## config.mk

```make
export PLATFORM = sky130hd
export DESIGN_NAME = ccs_clock_ctrl
export DESIGN_NICKNAME = d
export VERILOG_FILES = /design/src/shared/ccs_pkg.sv /design/src/hw/ccs_clk_div.sv /design/src/hw/ccs_clock_ctrl.sv
export VERILOG_INCLUDE_DIRS = /design/src /design/src/shared
export SDC_FILE = /design/constraint.sdc
export NUM_CORES = 1
export LEC_CHECK = 0
export BUFFER_PORTS_ARGS = -buffer_cell sky130_fd_sc_hd__buf_2
export CORE_ASPECT_RATIO = 1.4
export CORE_MARGIN = 3
export CORE_UTILIZATION = 57
export CTS_BUF_LIST = sky130_fd_sc_hd__clkbuf_8
export DETAILED_ROUTE_END_ITERATION = 7
export HOLD_SLACK_MARGIN = 0.15
export PLACE_DENSITY = 0.82
export SKIP_LAST_GASP = 1
export SLEW_MARGIN = 20
export SYNTH_ARGS = -nofsm -noshare
export SYNTH_HDL_FRONTEND = slang
export SYNTH_HIERARCHICAL = 1
export SYNTH_SLANG_ARGS = --single-unit
export TNS_END_PERCENT = 50
```

## constraint.sdc

```tcl
create_clock -name ref_clk -period 2.5 [get_ports ref_clk]
set_clock_uncertainty 0.15 [all_clocks]
set_input_delay 0 -clock ref_clk [delete_from_list [all_inputs] [get_ports ref_clk]]
set_output_delay 0 -clock ref_clk [all_outputs]
set_load 0.005 [all_outputs]
```

## src/shared/ccs_defs.svh

```systemverilog
// Constants for the clock-tree control block: register offsets, field
// positions, reset values and source codes.
// Assumes inclusion by bare name from package and design files.
`ifndef CCS_DEFS_SVH
`define CCS_DEFS_SVH

// Register offsets on the control port
`define CCS_OFS_DIV_RESETS     8'h0c
`define CCS_OFS_REF_AND_SRC    8'h0d
`define CCS_OFS_PIN_SELECT     8'h10

// Divider reset register fields
`define CCS_BIT_DSP_RUN        6
`define CCS_BIT_DAC_RUN        5
`define CCS_BIT_NCP_RUN        4
`define CCS_BIT_OSR_RUN        3
`define CCS_BIT_SYNC_RUN       2
`define CCS_BIT_BCK_RUN        1
`define CCS_BIT_WCK_RUN        0
`define CCS_RST_DIV_RESETS     8'h7d
`define CCS_MASK_DIV_RESETS    8'h7f

// Reference and processor source register fields
`define CCS_REF_MSB            6
`define CCS_REF_LSB            4
`define CCS_SRC_MSB            2
`define CCS_SRC_LSB            0
`define CCS_RST_REF_AND_SRC    8'h00
`define CCS_MASK_REF_AND_SRC   8'h77

// Processor clock pin select register field
`define CCS_PIN_MSB            6
`define CCS_PIN_LSB            4
`define CCS_RST_PIN_SELECT     8'h00
`define CCS_MASK_PIN_SELECT    8'h70

// Pin codes for the processor clock
`define CCS_PIN_GPIO0          3'h3
`define CCS_PIN_GPIO2          3'h5

`endif

```

## src/shared/ccs_pkg.sv

```systemverilog
// Types for the clock-tree control block.
// Assumes ccs_defs.svh is on the include path.
`default_nettype none
`include "ccs_defs.svh"

package ccs_pkg;

    typedef logic [7:0] ccs_byte_t;
    typedef logic [2:0] ccs_code_t;

    // Converter clock synchroniser state
    typedef enum logic [1:0] {
        CCS_SYNC_RUN,
        CCS_SYNC_HELD,
        CCS_SYNC_WAIT_FRAME
    } ccs_sync_t;

endpackage

`default_nettype wire

```

## src/hw/ccs_clk_div.sv

```systemverilog
// Clock divider driven by a sampled source level.
// Assumes the source is synchronous to ref_clk and slower than half of it.
`timescale 1ns/1ps
`default_nettype none

module ccs_clk_div #(
    parameter int HALF = 1
) (
    input  wire logic ref_clk,
    input  wire logic srst,
    input  wire logic run,
    input  wire logic src_level,
    output logic      div_clk
);
    import ccs_pkg::*;

    localparam int CW = (HALF > 1) ? $clog2(HALF) : 1;

    if (HALF < 1)
    begin : g_bad_half
        $error("ccs_clk_div: HALF must be at least 1");
    end

    typedef struct packed {
        logic          src_d;
        logic [CW-1:0] cnt;
        logic          out;
    } ccs_div_state_t;

    ccs_div_state_t st_r;
    ccs_div_state_t st_nxt;

    always_comb
    begin
        st_nxt       = st_r;
        st_nxt.src_d = src_level;
        if (!run)
        begin
            // Held divider parks low at once, so a high phase in progress is cut short
            st_nxt.cnt = '0;
            st_nxt.out = 1'b0;
        end
        else if (src_level && !st_r.src_d)
        begin
            if (st_r.cnt == CW'(HALF - 1))
            begin
                st_nxt.cnt = '0;
                st_nxt.out = !st_r.out;
            end
            else
            begin
                st_nxt.cnt = st_r.cnt + CW'(1);
            end
        end
    end

    always_ff @(posedge ref_clk)
    begin
        if (srst)
            st_r <= '0;
        else
            st_r <= st_nxt;
    end

    assign div_clk = st_r.out;

endmodule

`default_nettype wire

```

## src/hw/ccs_clock_ctrl.sv

```systemverilog
// Clock-tree control: divider run controls, converter restart on frame,
// PLL reference select and processor clock source select.
// Assumes all clock inputs are slow levels synchronous to ref_clk and
// frame_start is a one-cycle pulse at the start of each audio frame.
`timescale 1ns/1ps
`default_nettype none

`include "ccs_defs.svh"

// Summary of operation
// - Bit 6 low holds processor divider in reset, clock stopped.
// - Bit 5 low holds converter divider reset, stopping dac_clk only.
// - Bit 4 low holds the NCP divider reset, clock stopped.
// - Bit 3 or 2 low resets synchroniser; converter clocks stop at once.
// - Release of bits 3 and 2 restarts converter clocks at frame start.
// - Bit 1 low holds master bit clock divider from master clock.
// - Bit 0 low holds master word clock divider from bit clock.
// - Reference code picks master, bit, oscillator, pin clock, else mute.
// - Automatic mode overrides the written PLL reference selection.
// - Processor source codes 000 to 101 pick sources; others mute.
// - Pin field 011 picks GPIO0, 101 picks GPIO2; others mute.
module ccs_clock_ctrl #(
    parameter int DSP_HALF = 1,
    parameter int DAC_HALF = 1,
    parameter int NCP_HALF = 1,
    parameter int BCK_HALF = 4,
    parameter int WCK_HALF = 32
) (
    input  wire logic              ref_clk,
    input  wire logic              srst,
    input  wire logic              reg_wr,
    input  wire logic              reg_rd,
    input  wire ccs_pkg::ccs_byte_t reg_addr,
    input  wire ccs_pkg::ccs_byte_t reg_wdata,
    output ccs_pkg::ccs_byte_t     reg_rdata,
    output logic                   reg_rvalid,
    input  wire logic              mclk_in,
    input  wire logic              sclk_in,
    input  wire logic              osc_in,
    input  wire logic              pll_clk_in,
    input  wire logic              gpio0_in,
    input  wire logic              gpio2_in,
    input  wire logic              dac_src_in,
    input  wire logic              ncp_src_in,
    input  wire logic              frame_start,
    input  wire logic              auto_mode,
    input  wire ccs_pkg::ccs_code_t auto_ref_code,
    input  wire logic              auto_master_clk,
    output logic                   pll_ref_clk,
    output logic                   dsp_clk,
    output logic                   dac_clk,
    output logic                   ncp_clk,
    output logic                   master_bck,
    output logic                   master_wck
);
    import ccs_pkg::*;

    if (DSP_HALF < 1 || DAC_HALF < 1 || NCP_HALF < 1 ||
        BCK_HALF < 1 || WCK_HALF < 1)
    begin : g_bad_half
        $error("ccs_clock_ctrl: divider half periods must be >= 1");
    end

    // ------------------------------------------------------------------
    // State
    // ------------------------------------------------------------------
    typedef struct packed {
        ccs_byte_t div_resets;
        ccs_byte_t ref_src;
        ccs_byte_t pin_sel;
        ccs_byte_t rdata;
        logic      rvalid;
        ccs_sync_t sync;
        ccs_code_t ref_cur;
        logic      ref_out;
        ccs_code_t src_cur;
        logic      src_out;
    } ccs_state_t;

    ccs_state_t st_r;
    ccs_state_t st_nxt;

    // Picks one level out of eight; index past the live sources reads 0
    function automatic logic pick_level(input logic [7:0] srcs,
                                        input ccs_code_t  idx);
        pick_level = srcs[idx];
    endfunction

    // ------------------------------------------------------------------
    // Source selection
    // ------------------------------------------------------------------
    ccs_code_t ref_code;
    ccs_code_t src_code;
    ccs_code_t pin_code;
    logic      dsp_pin_clk;
    logic      ref_level;
    logic      src_level;
    logic      ref_new;
    logic      src_new;
    logic      dsp_div_clk;

    always_comb
    begin
        ref_code = st_r.ref_src[`CCS_REF_MSB:`CCS_REF_LSB];
        if (auto_mode)
            ref_code = auto_ref_code;
        src_code = st_r.ref_src[`CCS_SRC_MSB:`CCS_SRC_LSB];
        pin_code = st_r.pin_sel[`CCS_PIN_MSB:`CCS_PIN_LSB];
        case (pin_code)
            `CCS_PIN_GPIO0: dsp_pin_clk = gpio0_in;
            `CCS_PIN_GPIO2: dsp_pin_clk = gpio2_in;
            default:        dsp_pin_clk = 1'b0;
        endcase
        // Reference uses the same pin field; the pin map is shared
        ref_level = pick_level({4'h0, dsp_pin_clk, osc_in, sclk_in,
                                mclk_in}, st_r.ref_cur);
        src_level = pick_level({2'h0, dsp_pin_clk, sclk_in, mclk_in,
                                osc_in, pll_clk_in, auto_master_clk},
                               st_r.src_cur);
        ref_new   = pick_level({4'h0, dsp_pin_clk, osc_in, sclk_in,
                                mclk_in}, ref_code);
        src_new   = pick_level({2'h0, dsp_pin_clk, sclk_in, mclk_in,
                                osc_in, pll_clk_in, auto_master_clk},
                               src_code);
    end

    // ------------------------------------------------------------------
    // Register port and sequencing
    // ------------------------------------------------------------------
    logic osr_run;
    logic sync_run;

    assign osr_run  = st_r.div_resets[`CCS_BIT_OSR_RUN];
    assign sync_run = st_r.div_resets[`CCS_BIT_SYNC_RUN];

    always_comb
    begin
        st_nxt        = st_r;
        st_nxt.rvalid = reg_rd;
        if (reg_wr)
        begin
            case (reg_addr)
                `CCS_OFS_DIV_RESETS:
                    st_nxt.div_resets = reg_wdata & `CCS_MASK_DIV_RESETS;
                `CCS_OFS_REF_AND_SRC:
                    st_nxt.ref_src = reg_wdata & `CCS_MASK_REF_AND_SRC;
                `CCS_OFS_PIN_SELECT:
                    st_nxt.pin_sel = reg_wdata & `CCS_MASK_PIN_SELECT;
                default:
                    st_nxt.div_resets = st_r.div_resets;
            endcase
        end
        if (reg_rd)
        begin
            case (reg_addr)
                `CCS_OFS_DIV_RESETS:  st_nxt.rdata = st_r.div_resets;
                `CCS_OFS_REF_AND_SRC: st_nxt.rdata = st_r.ref_src;
                `CCS_OFS_PIN_SELECT:  st_nxt.rdata = st_r.pin_sel;
                default:              st_nxt.rdata = 8'h00;
            endcase
        end

        // Stop is immediate; restart waits for the next frame boundary
        case (st_r.sync)
            CCS_SYNC_RUN:
                if (!osr_run || !sync_run)
                    st_nxt.sync = CCS_SYNC_HELD;
            CCS_SYNC_HELD:
                if (osr_run && sync_run)
                    st_nxt.sync = CCS_SYNC_WAIT_FRAME;
            CCS_SYNC_WAIT_FRAME:
                if (!osr_run || !sync_run)
                    st_nxt.sync = CCS_SYNC_HELD;
                else if (frame_start)
                    st_nxt.sync = CCS_SYNC_RUN;
            default:
                st_nxt.sync = CCS_SYNC_HELD;
        endcase

        // Old clock finishes its high phase, output parks low, and the
        // move waits for the new level to be low: a low phase may stretch or
        // shrink, and a high phase is cut short only if the code returns to the old source first
        st_nxt.ref_out = ref_level;
        if (ref_code != st_r.ref_cur)
        begin
            st_nxt.ref_out = st_r.ref_out & ref_level;
            if (!st_r.ref_out && !ref_new)
                st_nxt.ref_cur = ref_code;
        end
        st_nxt.src_out = src_level;
        if (src_code != st_r.src_cur)
        begin
            st_nxt.src_out = st_r.src_out & src_level;
            if (!st_r.src_out && !src_new)
                st_nxt.src_cur = src_code;
        end
    end

    always_ff @(posedge ref_clk)
    begin
        if (srst)
        begin
            st_r            <= '0;
            st_r.div_resets <= `CCS_RST_DIV_RESETS;
            st_r.ref_src    <= `CCS_RST_REF_AND_SRC;
            st_r.pin_sel    <= `CCS_RST_PIN_SELECT;
            st_r.sync       <= CCS_SYNC_HELD;
        end
        else
        begin
            st_r <= st_nxt;
        end
    end

    // ------------------------------------------------------------------
    // Dividers
    // ------------------------------------------------------------------
    logic dsp_run;
    logic dac_run;
    logic ncp_run;
    logic bck_run;
    logic wck_run;
    logic conv_ok;

    assign conv_ok = (st_r.sync == CCS_SYNC_RUN);
    assign dsp_run = st_r.div_resets[`CCS_BIT_DSP_RUN];
    assign dac_run = st_r.div_resets[`CCS_BIT_DAC_RUN] && conv_ok;
    assign ncp_run = st_r.div_resets[`CCS_BIT_NCP_RUN] && conv_ok;
    assign bck_run = st_r.div_resets[`CCS_BIT_BCK_RUN];
    assign wck_run = st_r.div_resets[`CCS_BIT_WCK_RUN] && bck_run;

    ccs_clk_div #(.HALF(DSP_HALF)) u_dsp_div (
        .ref_clk   (ref_clk),
        .srst      (srst),
        .run       (dsp_run),
        .src_level (st_r.src_out),
        .div_clk   (dsp_div_clk)
    );

    ccs_clk_div #(.HALF(DAC_HALF)) u_dac_div (
        .ref_clk   (ref_clk),
        .srst      (srst),
        .run       (dac_run),
        .src_level (dac_src_in),
        .div_clk   (dac_clk)
    );

    ccs_clk_div #(.HALF(NCP_HALF)) u_ncp_div (
        .ref_clk   (ref_clk),
        .srst      (srst),
        .run       (ncp_run),
        .src_level (ncp_src_in),
        .div_clk   (ncp_clk)
    );

    ccs_clk_div #(.HALF(BCK_HALF)) u_bck_div (
        .ref_clk   (ref_clk),
        .srst      (srst),
        .run       (bck_run),
        .src_level (mclk_in),
        .div_clk   (master_bck)
    );

    ccs_clk_div #(.HALF(WCK_HALF)) u_wck_div (
        .ref_clk   (ref_clk),
        .srst      (srst),
        .run       (wck_run),
        .src_level (master_bck),
        .div_clk   (master_wck)
    );

    assign dsp_clk     = dsp_div_clk;
    assign pll_ref_clk = st_r.ref_out;
    assign reg_rdata   = st_r.rdata;
    assign reg_rvalid  = st_r.rvalid;

endmodule

`default_nettype wire

```

# == Word-level counts from Yosys, hierarchy flattened ==
# Index checks and enable logic that the tools add are counted.
# word_totals
regBits,55
out_inout_bits,15
wordCells,126
# classes
magnitude_cmp,4
n_bitwise,10
add_sub_neg,5
muxes,23
reduce_logical,45
n_eq_ne,14
# ops
cell,n
$pmux 7 s3,1
$reduce_and 2->1,10
$eq 8x4->1 const B,2
$logic_not 1->1,16
$lt 3x4->1 const B,4
$bmux 1 s3,4
$logic_and 1x1->1,11
$mux 2,5
$reduce_or 2->1,5
$mux 1,9
$eq 8x5->1 const B,1
$not 1->1,8
$ne 3x3->1,2
$pmux 2 s3,1
$add 5x1->5 const B,1
$eq 5x5->1 const B,1
$mux 5,1
$eq 2x2->1 const B,2
$add 1x1->1 const B,3
$eq 3x2->1 const B,1
$eq 3x3->1 const B,1
$mux 3,1
$ne 3x3->1 const B,1
$reduce_and 3->1,1
8 further kinds,9

# == Logic depth before layout (Yosys ltp) ==
# Gate-level depths: netlist of run 1.
# logic_depth
ltp_word,7
depth_mapped,7

# == By module ==
# Netlist of run 1, hierarchy kept.
# by_module_without_submodules
mod,instances,seq_area_each_um2,cells_each,area_each_um2
ccs_clock_ctrl,1,680.7,219,1835.5
ccs_clk_div (u_wck_div),1,140.1,33,317.8
ccs_clk_div (u_dac_div ...),3,40.0,6,81.3
ccs_clk_div (u_bck_div),1,80.1,16,170.2

# == Least setup slack after synthesis of run 1 ==
# No wires, ideal clock.
# synth_path
path_type,reg2reg
from,register u_wck_div/st_r[1] in the netlist's numbering
to,register u_wck_div/st_r[3] in the netlist's numbering
arrival_time_ns,1.538
required_time_ns,2.280
path_stages_with_launch,6
slack_ns,0.742
path_buffers,0
path_cell_list,dfxtp_1 > ha_1 > and3_1 > ha_1 > or4b_1 > a21oi_1
# synth_via
elab_chain_len,2
# synth_rtl
element,line,text
"start, declared",ccs_clk_div.sv:30,ccs_div_state_t st_r;
"start signal, assigned",ccs_clk_div.sv:62,st_r <= st_nxt;
$add 5x1->5 or $eq 5x5->1 (tied branches),"ccs_clk_div.sv:52, ccs_clk_div.sv:45",
$mux 5 *,ccs_clk_div.sv:45,if (st_r.cnt == CW'(HALF - 1))
# Every way passes the cells marked *; elsewhere a longest branch is shown, timed or not.
# A chain may end at the register's enable or synchronous reset.

# == Worst setup path after layout of run 1 ==
# layout_path
from,"register st_r, in the netlist src_code[0]"
to,register st_r[2] in the netlist's numbering
# layout_via
elab_chain_len,5
# layout_rtl
element,line,text
"start, declared",ccs_clock_ctrl.sv:80,ccs_state_t st_r;
"start signal, assigned",ccs_clock_ctrl.sv:211,st_r <= st_nxt;
$bmux 1 s3,ccs_clock_ctrl.sv:86,pick_level = srcs[idx];
$mux 1 (not written as such),ccs_clock_ctrl.sv:86,
$logic_not 1->1,ccs_clock_ctrl.sv:194,if (!st_r.src_out && !src_new)
$logic_and 1x1->1,ccs_clock_ctrl.sv:194,
$reduce_and 2->1 (no line) *,--,
# Every way passes the cells marked *; elsewhere a longest branch is shown, timed or not. The select of a mux whose other input is x is not followed.

==> results of run 1 <==
[final timing paths]
kind,cells after the start,slack (ns),to,from
min reg2reg,1,0.33,st_r[8]$_SDFFE_PP1P_,st_r[37]$_SDFFE_PP1P_
max reg2reg,6,0.21,st_r[2]$_SDFFE_PP0P_,src_code[0]$_SDFFE_PP0P_
max,6,0.21,st_r[2]$_SDFFE_PP0P_,src_code[0]$_SDFFE_PP0P_
min,4,0.17,st_r[5]$_SDFFE_PP0P_,auto_mode
[worst reg2reg max path: stages (launching register included)]
cell and delay [ns]:
dfxtp_1 0.52, xnor2_1 0.13, a31oi_1 0.33, o21ai_0 0.19, o21ai_0 0.20, a21oi_1 0.09
dlygate4sd3_1 0.58
[final cells by class]
| type | instances | area, um2 |
|---|---|---|
| clock inverter | 2 | 38.8 |
| sequential | 51 | 1020 |
| tap | 60 | 75.1 |
| fill | 329 | 1030 |
| multi-input combinational | 206 | 1410 |
| timing repair buffer | 82 | 588 |
| inverter | 8 | 30.0 |
| clock buffer | 6 | 82.6 |
[cells by family after synthesis]
logic type / after synthesis / synth area share, %
adders and majority gates: 3 / 1.46
xor gates and xnor gates: 11 / 3.75
other: 1 / 0.146
buffers and inverters: 29 / 6.09
and+or+nand+nor: 110 / 25.7
muxes: 16 / 6.92
AOI/OAI and AO/OA: 65 / 16.1
DFF: 51 / 39.8
[power by group through the flow]
stage / combinational [uW] / clock, uW / sequential, uW
after floorplan: 122 / 0 / 872
after global placement: 177 / 0 / 874
after detailed placement: 181 / 0 / 875
after CTS: 216 / 619 / 856
after global routing: 247 / 650 / 860
final: 226 / 616 / 856
[sequential cells by signal, summed over array words and instances, names as in the netlist, 3 cells and up]
signal / flops
st_r: 16
reg_rdata: 7
u_wck_div/st_r: 6
pin_code: 3
src_code: 3
u_bck_div/st_r: 3
[per-stage QoR]
| stage | util [%] | area, um2 |
|---|---|---|
| 5_1_grt | 75.8 | 3240 |
| 2_1_floorplan | - | 2570 |
| 4_1_cts | 74.8 | 3200 |
| 6_report | 75.8 | 3240 |
| 3_3_place_gp | 64.4 | 2750 |
| 3_5_place_dp | 64.4 | 2750 |
[routing by layer]
layer  wire, um  share of wire [%]  vias to the layer above
li1           -                  -                     1128
met1       2340                 40                     1054
met5          0                  0                        -
met4         93                1.6                        0
met3        196                3.4                       13
met2       3220                 55                       52
[synth_stat cells, drive strengths merged, types with 6 or more instances]
cell	n	share of area, %
nand2	6	0.88
buf	12	3.6
a21oi	25	5.0
nor2	41	6.0
o21ai	13	2.5
mux2i	11	4.3
clkbuf	9	1.3
nor3b	8	2.9
a211o	6	2.0
inv	8	1.2
xnor2	6	2.0
a31oi	6	1.5
nand3	7	1.4
nor2b	17	5.3
dfxtp	51	40
nand2b	9	2.2
[what timing repair did]
item                                    4_1_cts  5_1_grt
endpoints found under the setup margin        0        2
gates resized for setup                       0        3
hold buffers                                 32        4
hold endpoints to repair                     43        5
==> run_results.csv, run 1 <==
group,metric,value,unit
global_routing,overflow,0,
sta,fin_setup_tns,0,ns
floorplan,start_util,60.1,%
logic_synthesis,synthFlopType,"dfxtp_1",
critical_path,max_stage_delay,0.58,ns
sta,worst_slew_pin_slew,0.566,ns
finish,layoutNonFillerInstCount,415,
critical_path,slowest_stage,"dlygate4sd3_1",
floorplan,rows,28,
placed_design,dp_hpwl,3810,um
floorplan,die_h,85.4,um
clocking,cts_sinks,51,
route,vias_per_cell,5.41,
clocking,clk_pin_slew,0.10,ns
floorplan,die_area,5360,um2
sta,rsz0062_at_grt,"yes",
critical_path,endpoint_kind,"flop",
route,wl_per_cell,14.1,um
clocking,worstSkewPairLatency,0.31,ns
critical_path,worst-setup-path-type,"flop to flop",
route,antenna_left,0,
clocking,clock_path_buffers,2,
route,wirelength,5850,um
global_routing,antenna_found_initial,0,
critical_path,cp_num_buf_inv,1,
finish,final_cell_mix,"51 x dfxtp_1, 46 x buf_2, 40 x nor2_1",
sta,finalMaxSlewViolations,0,
critical_path,crit_path_frequent_cell,"o21ai_0",
sta,fmax,0.437,GHz
finish,n_antenna_cell,0,
power,power.leakage,0.00132,uW
clocking,cts_buffers,5,
global_routing,grt_pass1_wl,9620,um
placed_design,dp_slack,0.664,ns
finish,final_common_cell,"dfxtp_1",
floorplan,core_area,4270,um2
global_routing,busiest_layer,"met2",
global_routing,grt_max_degree,29,
power,switchingPower,407,uW
sta,min_period,2.29,ns
placed_design,finalWeightedCongestion,0.771,
global_routing,grt_pass1_vias,2257,
logic_synthesis,yosysSeqAreaShare,39.8,%
sta,hold_violations,0,
sta,whs,0.169,ns
sta,fin_crit_sh,91.6,%
clocking,htree_levels,2,
sta,setup_slack,0.210,ns
critical_path,cp.arrival,2.35,ns
power,pwr-share-comb,13.3,%
global_routing,met3_usage,4.64,%
floorplan,io-pin-count,49,
floorplan,die_w,62.7,um
route,drc,0,
job,cap_violations,0,
logic_synthesis,synth_cells,286,
logic_synthesis,avgSynthCellArea,8.98,um2
logic_synthesis,synth-async-reset-ratio,0,%
logic_synthesis,synth-edff-count,0,
logic_synthesis,ys_types,53,
sta,slew_headroom,62.1,%
global_routing,met1_usage,24.7,%
clocking,cts_root_buf,"clkbuf_8",
finish,final_nets,391,
route,firstDrtPassIters,4,
power,powerDensity,524,nW/um2
finish,syn2layout_area_growth,26.3,%
global_routing,use_met2,41.3,%
min_path,hp-class,"input pin to flop",
finish,drive_gt1_share,21.1,%
logic_synthesis,synth.ff_latch_count,51,
critical_path,worstPathMaxFanout,9,
power,p_clk_share,36.3,%
critical_path,cp.required,2.56,ns
power,netSwitchingFraction,24.0,%
power,irDropWorstVdd,0.000331,V
critical_path,crit_path_cell_trace,"xnor2_1 > a31oi_1 > o21ai_0 > o21ai_0 > a21oi_1 > dlygate4sd3_1",
critical_path,crit_family,"compound AO/OA/AOI/OAI gates",
logic_synthesis,ys_warn_count,6,
clocking,cts_setup_buffers,0,
placed_design,port_buffers,46,
route,route.vias.total,2247,
power,p_total,1700,uW
placed_design,dp.cells,372,
power,seqPwrFrac,50.4,%
global_routing,grt_use_total,22.2,%
route,initialDrtViolationCount,106,
sta,finalSetupViolCount,0,
clocking,cts_tree,"built",
logic_synthesis,netlist_area,2570,um2
critical_path,worstSetupStartpointType,"flop",
run_status,status,"finished, final reports clean",
logic_synthesis,syn-num-nets,323,
power,p_int,1290,uW
Power figures use the tool's default switching activity.
==> run 2, diff against run 1 <==
Settings changed: CORE_ASPECT_RATIO 1.4 to 1.75.
==> run 2 against run 1 <==
Hold slack improved by 0.030 ns. Via count barely moved. Non-clock buffer count shrank 2. Die area increased by 0.39%. Global-route usage is 0.52 points lower.
==> run_results.csv, run 2 (synthesized netlist as in run 1, its figures left out) <==
group,metric,value,unit
min_path,whs_path_depth,4,
clocking,cts_sinks,51,
critical_path,cp.arrival,2.34,ns
clocking,cts_buffers,5,
sta,min_period,2.29,ns
finish,largest_reg_flops,16,
critical_path,cp.required,2.55,ns
floorplan,start_util,60.7,%
finish,syn2layout_area_growth,23.1,%
placed_design,dp_slack,0.643,ns
route,antenna_left,0,
clocking,cts_tree,"built",
sta,setup_slack,0.212,ns
floorplan,core_area,4230,um2
floorplan,io-pin-count,49,
route,wirelength,5560,um
finish,regMostFlops,"st_r",
critical_path,r2r_end,"st_r[2]$_SDFFE_PP0P_",
placed_design,finalWeightedCongestion,0.847,
finish,final_cell_mix,"51 x dfxtp_1, 46 x buf_2, 41 x nor2_1",
floorplan,die_area,5380,um2
critical_path,r2r_slack,0.21,ns
min_path,hp-start,"auto_mode",
sta,hold_violations,0,
finish,final_common_cell,"dfxtp_1",
global_routing,use_met2,41.9,%
sta,slew_headroom,62.0,%
global_routing,met3_usage,3.42,%
min_path,whs_endpoint,"st_r[5]$_SDFFE_PP0P_",
sta,worst_slew_pin_slew,0.567,ns
finish,final_nets,389,
critical_path,worstSetupStartpointType,"flop",
clocking,cts_root_buf,"clkbuf_8",
clocking,clk_pin_slew,0.09,ns
global_routing,grt_pass1_wl,9260,um
sta,finalMaxSlewViolations,0,
floorplan,rows,31,
route,drc,0,
sta,fin_crit_sh,91.5,%
finish,n_antenna_cell,0,
critical_path,worstPathMaxFanout,9,
sta,rsz0062_at_grt,"no",
clocking,ctsResizeCount,0,
finish,nFillCells,307,
power,powerDensity,494,nW/um2
floorplan,die_h,94.8,um
power,power.leakage,0.00130,uW
critical_path,endpoint_kind,"flop",
clocking,htree_levels,2,
global_routing,grt_max_degree,29,
placed_design,port_buffers,46,
critical_path,r2r_start,"src_code[0]$_SDFFE_PP0P_",
sta,fin_setup_tns,0,ns
placed_design,dp_hpwl,3880,um
finish,layoutNonFillerInstCount,401,
route,firstDrtPassIters,4,
sta,finalSetupViolCount,0,
clocking,worstSkewPairLatency,0.30,ns
sta,fmax,0.437,GHz
floorplan,die_w,56.7,um
global_routing,busiest_layer,"met2",
global_routing,grt_use_total,21.7,%
global_routing,antenna_found_initial,0,
power,irDropWorstVdd,0.000579,V
finish,drive_gt1_share,20.7,%
critical_path,worst-setup-path-type,"flop to flop",
clocking,clock_path_buffers,2,
global_routing,overflow,0,
job,cap_violations,0,
placed_design,dp.cells,361,
global_routing,met1_usage,22.6,%
route,wl_per_cell,13.9,um
route,vias_per_cell,5.61,
run_status,status,"finished, final reports clean",
global_routing,grt_pass1_vias,2201,
route,initialDrtViolationCount,57,
critical_path,rr_worst_depth,6,
route,route.vias.total,2248,
min_path,hp-class,"input pin to flop",
## run 2: cell count changes in the layout (fill, tap and decap cells not counted), sizes merged
cell / previous run / this run
dlygate4sd3: 35 / 33
bufinv: 1 / 0
## run 2: how the worst max path moves through the flow
stage,start,to,slack (ns),depth (start not counted)
3_3_place_gp,u_wck_div/st_r[1]$_SDFFE_PP0P_,u_wck_div/st_r[3]$_SDFFE_PP0P_,0.68,5
2_1_floorplan,u_wck_div/st_r[1]$_SDFFE_PP0P_,u_wck_div/st_r[3]$_SDFFE_PP0P_,0.74,5
6_report,src_code[0]$_SDFFE_PP0P_,st_r[2]$_SDFFE_PP0P_,0.21,6
3_5_place_dp,u_wck_div/st_r[1]$_SDFFE_PP0P_,u_wck_div/st_r[3]$_SDFFE_PP0P_,0.64,5
4_1_cts,src_code[0]$_SDFFE_PP0P_,st_r[2]$_SDFFE_PP0P_,0.26,6
5_1_grt,src_code[0]$_SDFFE_PP0P_,st_r[2]$_SDFFE_PP0P_,0.05,6
## run 2: repair_timing
item	4_1_cts	5_1_grt
setup endpoints to repair	0	0
endpoints found under the hold margin	42	0
setup buffers	0	0
hold buffers	33	0
## run 2: report_power, final
part	total [uW]	switching (uW)	leakage, uW	internal [uW]
combinational	219	95.5	0.000838	124
sequential	856	20.2	0.000414	836
clock	486	264	0.0000477	223
## run 2: layout make-up
type | instances | area, um2 | share of cell area, %
Clock buffer | 6 | 82.6 | 2.61
Clock inverter | 1 | 8.76 | 0.277
Multi-Input combinational cell | 206 | 1390 | 44.0
Sequential cell | 51 | 1020 | 32.3
Timing Repair Buffer | 80 | 568 | 18.0
Inverter | 8 | 30.0 | 0.950
Tap cell | 49 | 61.3 | 1.94
## run 2: layer usage
metal  up-vias  part of all wire [%]  wire length (um)
met5         -                     0                 0
met4         0                   2.2               123
met3         8                   3.2               178
met2        47                    55              3040
met1      1068                    40              2220
li1       1125                     -                 -
## run 2: worst max-delay path: stages, from the launching register on
cell and delay [ns]:
dfxtp_1 0.52, xnor2_1 0.12, a31oi_1 0.33, o21ai_0 0.21
o21ai_0 0.21, a21oi_1 0.09, dlygate4sd3_1 0.56
## run 2: metrics by stage
stage | hold WS, ns | area (um2) | power, uW | util, %
floorplan | -0.0805 | 2570 | 994 | -
global placement | 0.0752 | 2740 | 1050 | 64.8
detailed placement | 0.0935 | 2740 | 1060 | 64.8
CTS | 0.188 | 3160 | 1580 | 74.8
global route | 0.260 | 3160 | 1630 | 74.8
finish | 0.199 | 3160 | 1560 | 74.8
